### src/design/acs_pkg.sv
// Purpose: shared constants and types for the converter core calibration sequencer
// Assumes: 32-bit AHB-Lite register access, one clock (converter sample clock)
// Notes: register byte address is four times the register index
package acs_pkg;

  localparam int DATA_W = 9;
  localparam int CORE_W = 3;
  localparam int NUM_CORES = 6;
  localparam int NUM_CH = 4;
  localparam int NUM_GRP = 2;
  localparam int DLY_W = 8;
  localparam int TIMER_W = 16;
  localparam int IDX_W = 10;
  localparam int ADDR_LSB = 2;
  localparam int DLY_SHIFT = 4;
  localparam int NUM_TRIM = 6;
  localparam int TRIM_SEL_W = 3;

  localparam logic [DATA_W-1:0] MUTE_CODE = 9'h000;
  localparam logic [TIMER_W-1:0] FG_CAL_CYCLES = 16'h0800;
  localparam logic [TIMER_W-1:0] BG_CAL_CYCLES = 16'h0200;

  localparam logic [IDX_W-1:0] IDX_CTRL = 10'h090;
  localparam logic [IDX_W-1:0] IDX_STATUS = 10'h091;
  localparam logic [IDX_W-1:0] IDX_SLEEP = 10'h092;
  localparam logic [IDX_W-1:0] IDX_WAKE = 10'h093;
  localparam logic [IDX_W-1:0] IDX_MAP = 10'h094;
  localparam logic [IDX_W-1:0] IDX_SRCSW = 10'h09A;
  localparam logic [IDX_W-1:0] IDX_OUTSEL = 10'h09B;
  localparam logic [IDX_W-1:0] IDX_TRIM = 10'h0A0;

  localparam logic [DLY_W-1:0] SWITCH_DLY_RST = 8'h00;
  localparam logic [DLY_W-1:0] SLEEP_DLY_RST = 8'h10;
  localparam logic [DLY_W-1:0] WAKE_DLY_RST = 8'h04;
  // arbitrary neutral stand-in for per-device factory trim
  localparam logic [NUM_TRIM*DLY_W-1:0] FACTORY_TRIM_DEFAULT = 48'h808080808080;

  localparam logic [CORE_W-1:0] CH_CORE_INIT [NUM_CH] = '{3'h0, 3'h1, 3'h4, 3'h5};
  localparam logic [CORE_W-1:0] SPARE_INIT [NUM_GRP] = '{3'h2, 3'h3};

  localparam logic HRESP_OKAY = 1'b0;

  typedef enum logic [2:0] {
    ST_IDLE = 3'h0,
    ST_FG = 3'h1,
    ST_WAKE = 3'h3,
    ST_CAL = 3'h2,
    ST_HOLD = 3'h6,
    ST_SWAP = 3'h7,
    ST_SLEEP = 3'h5
  } acs_state_e;

  typedef struct packed {
    logic statusSel;
    logic lowPowerManualSelect;
    logic lowPowerBgEnable;
    logic backgroundCalEnable;
    logic triggerSourceSelect;
    logic softwareCalTrigger;
  } acs_ctrl_s;

  localparam int CTRL_W = $bits(acs_ctrl_s);
  localparam acs_ctrl_s CTRL_RST = '0;

  typedef struct packed {
    acs_state_e state;
    logic groupSel;
    logic spareCalFinished;
    logic calActive;
    logic fgBusy;
    logic foregroundDoneFlag;
  } acs_status_s;

  typedef struct packed {
    logic hsel;
    logic [31:0] haddr;
    logic [1:0] htrans;
    logic hwrite;
    logic [2:0] hsize;
    logic [31:0] hwdata;
  } acs_ahb_req_s;

  typedef struct packed {
    logic hreadyout;
    logic hresp;
    logic [31:0] hrdata;
  } acs_ahb_rsp_s;

  typedef logic [NUM_CH-1:0][DATA_W-1:0] acs_chan_data_t;
  typedef logic [NUM_CORES-1:0][DATA_W-1:0] acs_core_data_t;

endpackage

### src/design/acs_delay_timer.sv
// Purpose: one-shot down counter for calibration, wake, sleep and switch delays
// Assumes: start reloads at any time, even while running
// Notes: expired pulses loadValue+1 cycles after start
`timescale 1ns/100ps
`default_nettype none
module acs_delay_timer
(
  input wire logic mclk,
  input wire logic sysRst,
  input wire logic start,
  input wire logic [acs_pkg::TIMER_W-1:0] loadValue,
  output logic expired
);
  import acs_pkg::*;

  logic [TIMER_W-1:0] cnt_reg;
  logic busy_reg;

  always_ff @(posedge mclk)
  begin
    if (sysRst)
    begin
      cnt_reg <= '0;
      busy_reg <= 1'b0;
    end
    else if (start)
    begin
      cnt_reg <= loadValue;
      busy_reg <= 1'b1;
    end
    else if (busy_reg)
    begin
      if (cnt_reg == '0)
        busy_reg <= 1'b0;
      else
        cnt_reg <= cnt_reg - 1'b1;
    end
  end

  // no start term: the sequencer starts its next delay off this pulse, a loop otherwise
  assign expired = busy_reg && (cnt_reg == '0);

endmodule
`default_nettype wire

### src/design/acs_sequencer.sv
// Purpose: foreground / background / low-power background calibration sequencer
// Assumes: cal trigger pin is asynchronous; AHB-Lite master single word transfers
// Notes: reads take one wait state, writes none
`timescale 1ns/100ps
`default_nettype none
module acs_sequencer
#(
  parameter int CHANNELS = 4,
  parameter logic [acs_pkg::NUM_TRIM*acs_pkg::DLY_W-1:0] FACTORY_TRIM = acs_pkg::FACTORY_TRIM_DEFAULT
)
(
  input wire logic mclk,
  input wire logic sysRst,
  input wire acs_pkg::acs_ahb_req_s ahbReq,
  input wire logic hready,
  output acs_pkg::acs_ahb_rsp_s ahbRsp,
  input wire logic calTriggerPin,
  input wire acs_pkg::acs_core_data_t coreSample,
  output acs_pkg::acs_chan_data_t dataOut,
  output logic dataMute,
  output logic [acs_pkg::NUM_CORES-1:0] corePowerOn,
  output logic [acs_pkg::CORE_W-1:0] calCoreIndex,
  output logic calActive,
  output logic calStatusPin
);
  import acs_pkg::*;

  localparam int GROUPS = (CHANNELS == 4) ? 2 : 1;
  localparam logic PAIRED = (CHANNELS > 1);

  acs_state_e state_reg, state_next;
  acs_ctrl_s ctrlReg;
  logic [DLY_W-1:0] sleepDly_reg, wakeDly_reg, srcSwDly_reg, outSelDly_reg;
  logic [DLY_W-1:0] trimRead [NUM_TRIM];
  logic [TRIM_SEL_W-1:0] trimSel;
  logic [CORE_W-1:0] chanCore_reg [NUM_CH];
  logic [CORE_W-1:0] spareCore_reg [NUM_GRP];
  logic [NUM_GRP-1:0] ptr_reg;
  logic groupSel_reg;
  logic trigMeta_reg, trigSync_reg, trigPrev_reg;
  logic fgPending_reg, fgDone_reg;
  logic wrPend_reg, rdWait_reg, addrOk_reg;
  logic [IDX_W-1:0] regIdx_reg;
  logic [31:0] hrdata_reg, rdValue, wdata;
  logic accept, writeHit, trigLevel, trigRise, bgRun, lpOn, manual;
  logic tStart, tDone, swapNow, fgStart, fgEnd, fgBusy, spareAwake, spareCalFinished;
  logic [TIMER_W-1:0] tLoad;
  logic [1:0] swapChan;
  logic [CORE_W-1:0] swapInCore;
  logic [NUM_CORES-1:0] coreIsLive;
  logic calStatus_reg, dataMute_reg;
  acs_chan_data_t dataOut_reg;
  acs_status_s statusWord;

  function automatic logic [TIMER_W-1:0] dlyCycles(input logic [DLY_W-1:0] v);
    return TIMER_W'(v) << DLY_SHIFT;
  endfunction

  // bus slave
  assign accept = ahbReq.hsel && hready && ahbReq.htrans[1];
  assign writeHit = wrPend_reg && addrOk_reg;
  assign wdata = ahbReq.hwdata;

  always_ff @(posedge mclk)
  begin
    if (sysRst)
    begin
      wrPend_reg <= 1'b0;
      rdWait_reg <= 1'b0;
      addrOk_reg <= 1'b0;
      regIdx_reg <= '0;
    end
    else
    begin
      wrPend_reg <= accept && ahbReq.hwrite;
      rdWait_reg <= accept && !ahbReq.hwrite;
      if (accept)
      begin
        regIdx_reg <= ahbReq.haddr[IDX_W+ADDR_LSB-1:ADDR_LSB];
        addrOk_reg <= (ahbReq.haddr[31:IDX_W+ADDR_LSB] == '0) && (ahbReq.haddr[ADDR_LSB-1:0] == '0);
      end
    end
  end

  always_ff @(posedge mclk)
  begin
    if (sysRst)
      hrdata_reg <= '0;
    else if (rdWait_reg)
      hrdata_reg <= rdValue;
  end

  assign ahbRsp.hreadyout = !rdWait_reg;
  assign ahbRsp.hresp = HRESP_OKAY;
  assign ahbRsp.hrdata = hrdata_reg;

  always_ff @(posedge mclk)
  begin
    if (sysRst)
    begin
      ctrlReg <= CTRL_RST;
      sleepDly_reg <= SLEEP_DLY_RST;
      wakeDly_reg <= WAKE_DLY_RST;
      srcSwDly_reg <= SWITCH_DLY_RST;
      outSelDly_reg <= SWITCH_DLY_RST;
    end
    else if (writeHit)
    begin
      if (regIdx_reg == IDX_CTRL)
        ctrlReg <= acs_ctrl_s'(wdata[CTRL_W-1:0]);
      else if (regIdx_reg == IDX_SLEEP)
        sleepDly_reg <= wdata[DLY_W-1:0];
      else if (regIdx_reg == IDX_WAKE)
        wakeDly_reg <= wdata[DLY_W-1:0];
      else if (regIdx_reg == IDX_SRCSW)
        srcSwDly_reg <= wdata[DLY_W-1:0];
      else if (regIdx_reg == IDX_OUTSEL)
        outSelDly_reg <= wdata[DLY_W-1:0];
    end
  end

  // trims come out of reset at the factory value and stay writable
  for (genvar t = 0; t < NUM_TRIM; t++)
  begin : g_trim
    logic [DLY_W-1:0] val_reg;
    always_ff @(posedge mclk)
    begin
      if (sysRst)
        val_reg <= FACTORY_TRIM[t*DLY_W +: DLY_W];
      else if (writeHit && regIdx_reg == IDX_TRIM + IDX_W'(t))
        val_reg <= wdata[DLY_W-1:0];
    end
    assign trimRead[t] = val_reg;
  end

  assign trimSel = TRIM_SEL_W'(regIdx_reg - IDX_TRIM);
  assign statusWord = '{state_reg, groupSel_reg, spareCalFinished, calActive, fgBusy, fgDone_reg};

  always_comb
  begin
    rdValue = '0;
    if (!addrOk_reg)
      rdValue = '0;
    else if (regIdx_reg == IDX_CTRL)
      rdValue = 32'(ctrlReg);
    else if (regIdx_reg == IDX_STATUS)
      rdValue = 32'(statusWord);
    else if (regIdx_reg == IDX_SLEEP)
      rdValue = 32'(sleepDly_reg);
    else if (regIdx_reg == IDX_WAKE)
      rdValue = 32'(wakeDly_reg);
    else if (regIdx_reg == IDX_MAP)
      rdValue = 32'({spareCore_reg[1], spareCore_reg[0], chanCore_reg[3], chanCore_reg[2],
                     chanCore_reg[1], chanCore_reg[0]});
    else if (regIdx_reg == IDX_SRCSW)
      rdValue = 32'(srcSwDly_reg);
    else if (regIdx_reg == IDX_OUTSEL)
      rdValue = 32'(outSelDly_reg);
    else if (regIdx_reg >= IDX_TRIM && regIdx_reg < IDX_TRIM + IDX_W'(NUM_TRIM))
      rdValue = 32'(trimRead[trimSel]);
  end

  // trigger source and edge
  always_ff @(posedge mclk)
  begin
    if (sysRst)
    begin
      trigMeta_reg <= 1'b0;
      trigSync_reg <= 1'b0;
    end
    else
    begin
      trigMeta_reg <= calTriggerPin;
      trigSync_reg <= trigMeta_reg;
    end
  end

  assign trigLevel = ctrlReg.triggerSourceSelect ? trigSync_reg : ctrlReg.softwareCalTrigger;
  assign trigRise = trigLevel && !trigPrev_reg;
  assign lpOn = ctrlReg.lowPowerBgEnable;
  assign manual = lpOn && ctrlReg.lowPowerManualSelect;
  // manual low-power runs on its own; otherwise the trigger must stay high
  assign bgRun = ctrlReg.backgroundCalEnable && (manual || trigLevel);

  always_ff @(posedge mclk)
  begin
    if (sysRst)
      trigPrev_reg <= 1'b0;
    else
      trigPrev_reg <= trigLevel;
  end

  // power-up calibration pending from reset; new request wins over clear
  always_ff @(posedge mclk)
  begin
    if (sysRst)
      fgPending_reg <= 1'b1;
    else if (trigRise && !ctrlReg.backgroundCalEnable)
      fgPending_reg <= 1'b1;
    else if (fgStart)
      fgPending_reg <= 1'b0;
  end

  always_ff @(posedge mclk)
  begin
    if (sysRst)
      fgDone_reg <= 1'b0;
    else if (fgEnd)
      fgDone_reg <= 1'b1;
    else if (fgStart)
      fgDone_reg <= 1'b0;
  end

  acs_delay_timer u_timer
  (
    .mclk(mclk),
    .sysRst(sysRst),
    .start(tStart),
    .loadValue(tLoad),
    .expired(tDone)
  );

  always_comb
  begin
    state_next = state_reg;
    tStart = 1'b0;
    tLoad = '0;
    swapNow = 1'b0;
    fgStart = 1'b0;
    fgEnd = 1'b0;
    case (state_reg)
      ST_IDLE:
        if (fgPending_reg)
        begin
          state_next = ST_FG;
          fgStart = 1'b1;
          tStart = 1'b1;
          tLoad = FG_CAL_CYCLES;
        end
        else if (bgRun && lpOn)
        begin
          state_next = ST_SLEEP;
          tStart = !manual;
          tLoad = dlyCycles(sleepDly_reg);
        end
        else if (bgRun)
        begin
          state_next = ST_CAL;
          tStart = 1'b1;
          tLoad = BG_CAL_CYCLES;
        end
      ST_FG:
        if (tDone)
        begin
          state_next = ST_IDLE;
          fgEnd = 1'b1;
        end
      ST_SLEEP:
        if (!bgRun)
          state_next = ST_IDLE;
        else if ((manual && !trigLevel) || (!manual && tDone))
        begin
          state_next = ST_WAKE;
          tStart = 1'b1;
          tLoad = dlyCycles(wakeDly_reg);
        end
      ST_WAKE:
        if (!bgRun)
          state_next = ST_IDLE;
        else if (tDone)
        begin
          state_next = ST_CAL;
          tStart = 1'b1;
          tLoad = BG_CAL_CYCLES;
        end
      ST_CAL:
        if (!bgRun)
          state_next = ST_IDLE;
        else if (tDone && manual)
          state_next = ST_HOLD;
        else if (tDone)
        begin
          state_next = ST_SWAP;
          tStart = 1'b1;
          tLoad = dlyCycles(srcSwDly_reg);
        end
      ST_HOLD:
        if (!bgRun)
          state_next = ST_IDLE;
        else if (trigLevel)
        begin
          state_next = ST_SWAP;
          tStart = 1'b1;
          tLoad = dlyCycles(srcSwDly_reg);
        end
      ST_SWAP:
        if (tDone)
        begin
          swapNow = 1'b1;
          if (lpOn)
          begin
            state_next = ST_SLEEP;
            tStart = !manual;
            tLoad = dlyCycles(sleepDly_reg);
          end
          else
          begin
            state_next = ST_CAL;
            tStart = 1'b1;
            tLoad = BG_CAL_CYCLES;
          end
        end
      default:
        state_next = ST_IDLE;
    endcase
  end

  always_ff @(posedge mclk)
  begin
    if (sysRst)
      state_reg <= ST_IDLE;
    else
      state_reg <= state_next;
  end

  // core rotation; a swap only exchanges the calibrated spare with one channel
  assign swapChan = {groupSel_reg, ptr_reg[groupSel_reg]};
  assign swapInCore = spareCore_reg[groupSel_reg];

  always_ff @(posedge mclk)
  begin
    if (sysRst)
    begin
      chanCore_reg <= CH_CORE_INIT;
      spareCore_reg <= SPARE_INIT;
      ptr_reg <= '0;
      groupSel_reg <= 1'b0;
    end
    else if (swapNow)
    begin
      chanCore_reg[swapChan] <= swapInCore;
      spareCore_reg[groupSel_reg] <= chanCore_reg[swapChan];
      ptr_reg[groupSel_reg] <= PAIRED ? !ptr_reg[groupSel_reg] : 1'b0;
      groupSel_reg <= (GROUPS == 2) ? !groupSel_reg : 1'b0;
    end
  end

  assign fgBusy = (state_reg == ST_FG);
  assign calActive = (state_reg == ST_CAL);
  assign calCoreIndex = swapInCore;
  assign spareAwake = (state_reg == ST_WAKE) || calActive || (state_reg == ST_HOLD) || (state_reg == ST_SWAP);
  assign spareCalFinished = (state_reg == ST_HOLD) || (state_reg == ST_SWAP);

  always_comb
  begin
    coreIsLive = '0;
    for (int c = 0; c < CHANNELS; c++)
      coreIsLive[chanCore_reg[c]] = 1'b1;
    corePowerOn = coreIsLive | {NUM_CORES{fgBusy}};
    for (int g = 0; g < GROUPS; g++)
      // a spare still busy stays powered while background is being switched off
      if ((groupSel_reg == g[0] && spareAwake) || (ctrlReg.backgroundCalEnable && !lpOn))
        corePowerOn[spareCore_reg[g]] = 1'b1;
  end

  // unused channels of smaller variants stay at MUTE_CODE (zero)
  always_ff @(posedge mclk)
  begin
    if (sysRst)
    begin
      dataOut_reg <= '0;
      dataMute_reg <= 1'b0;
      calStatus_reg <= 1'b0;
    end
    else
    begin
      for (int c = 0; c < NUM_CH; c++)
        dataOut_reg[c] <= (fgBusy || c >= CHANNELS) ? MUTE_CODE : coreSample[chanCore_reg[c]];
      dataMute_reg <= fgBusy;
      calStatus_reg <= ctrlReg.statusSel ? spareCalFinished : fgBusy;
    end
  end

  assign dataOut = dataOut_reg;
  assign dataMute = dataMute_reg;
  assign calStatusPin = calStatus_reg;
endmodule
`default_nettype wire

### config.mk
export PLATFORM = sky130hd
export DESIGN_NAME = acs_sequencer
export DESIGN_NICKNAME = d
export VERILOG_FILES = /design/src/design/acs_pkg.sv /design/src/design/acs_delay_timer.sv /design/src/design/acs_sequencer.sv
export SDC_FILE = /design/constraint.sdc
export NUM_CORES = 1
export LEC_CHECK = 0
export CAP_MARGIN = 20
export CORE_MARGIN = 2
export CORE_UTILIZATION = 53
export DETAILED_ROUTE_END_ITERATION = 8
export DONT_BUFFER_PORTS = 1
export GPL_TIMING_DRIVEN = 0
export HOLD_SLACK_MARGIN = 0.03
export PLACE_DENSITY = 0.71
export SYNTH_ARGS = -nofsm -noshare
export SYNTH_HDL_FRONTEND = slang
export SYNTH_SLANG_ARGS = --single-unit
### constraint.sdc
create_clock -name mclk -period 1.9 [get_ports mclk]
set_input_delay 0 -clock mclk [delete_from_list [all_inputs] [get_ports mclk]]
set_output_delay 0 -clock mclk [all_outputs]
set_load 0.02 [all_outputs]
==> impl_results.md <==
* Sequential fraction of the synthesis area at 0.3605
* Fin cells at between 1500 and 2000
* First-pass GRT wire length at about 65 mm
* Worst min path class: in -> reg
* Vias post-DR at about 12000
* CP Max Fanout at 10
* Max-Cap Viols at 0
* Hpwl dp at ~28 mm
* Horiz. Die Dim at 149.1 um
* Total Wirelength at 43.84 mm
* Area Growth Syn to Fin at 38.66%
* Number of synthesized flops with an enable pin at 0
* Pre-CTS WS at -988.6 ps
* I/O Pins at 211
* Number of antenna violations at the first check in global routing at 0
* Worst vdd ir at between 1 and 1.5 mV
* Placer Congestion at 0.9654
* Vias/cell at about 6.4
* Status: finished with violations
* Overflow after GRT at 0
* Synth cell count leaders: dfxtp_1 (201), nor2_1 (196), nand2_1 (113)
* Final Skew at around 9.4 ps
* Synth Flop Type: dfxtp_1
* Die H at 149.1 um
* Failing checks: setup timing
* DRC viols at 0
* Root buffer cell: clkbuf_16
* Yosys reg bits at 201
* Worst EP arrival at 2470 ps
* Max Root-Sink Buffers at 3
* Vias in the first global route at between 10000 and 15000
* Worst skew pair latency at 530 ps
* Setup CP Type: reg -> reg
* Slew headroom at 0.3820
* Placed Cells at between 1500 and 2000
* CTS tree: built
* Fmax at between 400 and 500 MHz
* Synth async-reset ratio at 0
* Syn Inst Count at between 1000 and 1500
* Drt pass-1 iters at 8
* Worst path required time at roughly 2300 ps
* Mapped cell area at roughly 11000 sq um
* H-tree depth at 1
* Clock-pin slew on the worst setup and hold paths at 70 ps
* Yosys top cell by area: dfxtp_1
* Leak at between 5 and 6 nW
* Per-cell routed wire length at 24.49 um
* Slew Viols, Final at 0
* Full die area at approximately 22000 sq um
* Final setup viols at 53
* Initial cell density of the core at 0.5361
* Yosys cell types at 84
* Setup TNS at -2829 ps
* I/O Buffers at 0
* Startpoint types: flip-flop
* Total global-route track usage at 0.3774
* Top-count cell post-synth: dfxtp_1
* Cts bufs inserted at 23
* Critical path's slowest cell: dfxtp_1
* Ranking of synthesized cells by area: dfxtp_1 (36%), mux2i_1 (10%), nor2_1 (6.6%), mux4_2 (4.8%), mux2_2 (3.8%)
* Largest net degree at the start of global routing at 14
* Unrepaired setup endpoints after global routing: true
* Final critical-path share of the clock period at 1.079
* CTS sink cnt at between 200 and 250
* Final min period at 2050 ps
* Yosys warns at 0
* Antenna Nets Post-Route at 0
* Layout Utilization at 0.7434
* Row Count at between 50 and 60
* DRT iter0 DRCs at 1412
* Power per cell area at 907.9 nW/um^2
* Hold Slack at ~19 ps
* Nets at around 1600
* Syn Area/Cell at 8.681 sq um
* Worst-path cell chain: clkbuf_4 > clkbuf_4 > o22ai_2 > a222oi_1 > o22a_1 > o21ai_1
* Max incr delay on CP at between 400 and 500 ps
* Most used cell, CP: clkbuf_4
* Core Region at roughly 21000 sq um
* Layout cells sized above 1 at 0.3017
* CP Capture Type: flip-flop
* # diodes at 0
* Max reg flops at 48
* PnR worst setup slack at -149.7 ps
* Least-Margin Pin Slew at approximately 930 ps
* Yosys top cell area share at 0.3605
* Fin. Hold Viols at 0
## routing by layer
metal / track usage / up-vias / part of all wire
li1: - / 5098 / -
met1: 0.4513 / 5443 / 0.37
met2: 0.6177 / 780 / 0.46
met3: 0.08838 / 211 / 0.10
met4: 0.2271 / 0 / 0.066
met5: 0 / - / 0
## path summary, 6_finish.rpt
| path | start | to | slack (ps) | depth (start not counted) |
|---|---|---|---|---|
| max | regIdx_reg[2] | hrdata_reg[3] | -150 | 6 |
| min | ahbReq[37] | regIdx_reg[5] | 20 | 4 |
| max reg2reg | regIdx_reg[2] | hrdata_reg[3] | -150 | 6 |
| min reg2reg | trigMeta_reg | trigSync_reg | 430 | 1 |
## logic make-up after synthesis
logic type / after synthesis / share of synthesized area
AOI/OAI and AO/OA: 292 / 0.1794
xor gates and xnor gates: 14 / 0.01098
adders and majority gates: 2 / 0.002241
buffers and inverters: 150 / 0.06030
DFF: 201 / 0.3605
muxes: 175 / 0.1889
other: 1 / 0.0003359
and+or+nand+nor: 451 / 0.1974
## layout by cell type (no fill, tap or decap), drive strengths merged, types with 7 or more instances in the layout
master and count:
dfxtp 201, nor2 199, buf 137, nand2 114
mux2i 112, dlygate4sd3 99, clkbuf 87, a21oi 66
o21ai 48, a22oi 47, mux2 39, inv 28
mux4 24, nand3 22, nor3 21, o22ai 19
nor2b 18, conb 15, a31oi 14, nand4 13
a211oi 13, a222oi 12, o211ai 11, a221oi 11
and3 9, nor4 9, xor2 8, o22a 8
and2 8, nand2b 8, nor3b 7
## power by group
group          switching (mW)  leakage, nW  internal [mW]
sequential              0.476         1.65           4.53
clock                    1.90        0.411           3.15
combinational            2.25         3.86           1.75
## critical path: cells and delay by family (launching register included)
| kind | cells | cell delay (ps) |
|---|---|---|
| compound gates | 4 | 870 |
| buf+inv | 2 | 620 |
| flops | 1 | 460 |
## repair_timing
item | in CTS | in global routing
pin swaps | 75 | 54
setup buffers | 61 | 28
cloned | 3 | 0
setup endpoints to repair | 188 | 173
resized for setup | 329 | 86
hold buffers | 98 | 2
hold endpoints to repair | 102 | 2
## area by class of cell
cell class,instances,area [sq um]
multi-input cells,950,7407
flip-flops and latches,201,4094
plain buffers,102,847.1
inverters,30,122.6
clock buffers,30,631.9
repair buffers,191,1821
fillers,1464,5344
clock inverters,11,211.5
well taps,275,344.1
## stage by stage
stage               instance area (sq um)  power (mW)
global placement                    11580       7.499
global route                        15480       14.47
floorplan                           11240       6.939
detailed placement                  11590       7.548
finish                              15480       14.05
CTS                                 15020       13.74
Power figures use the tool's default switching activity.
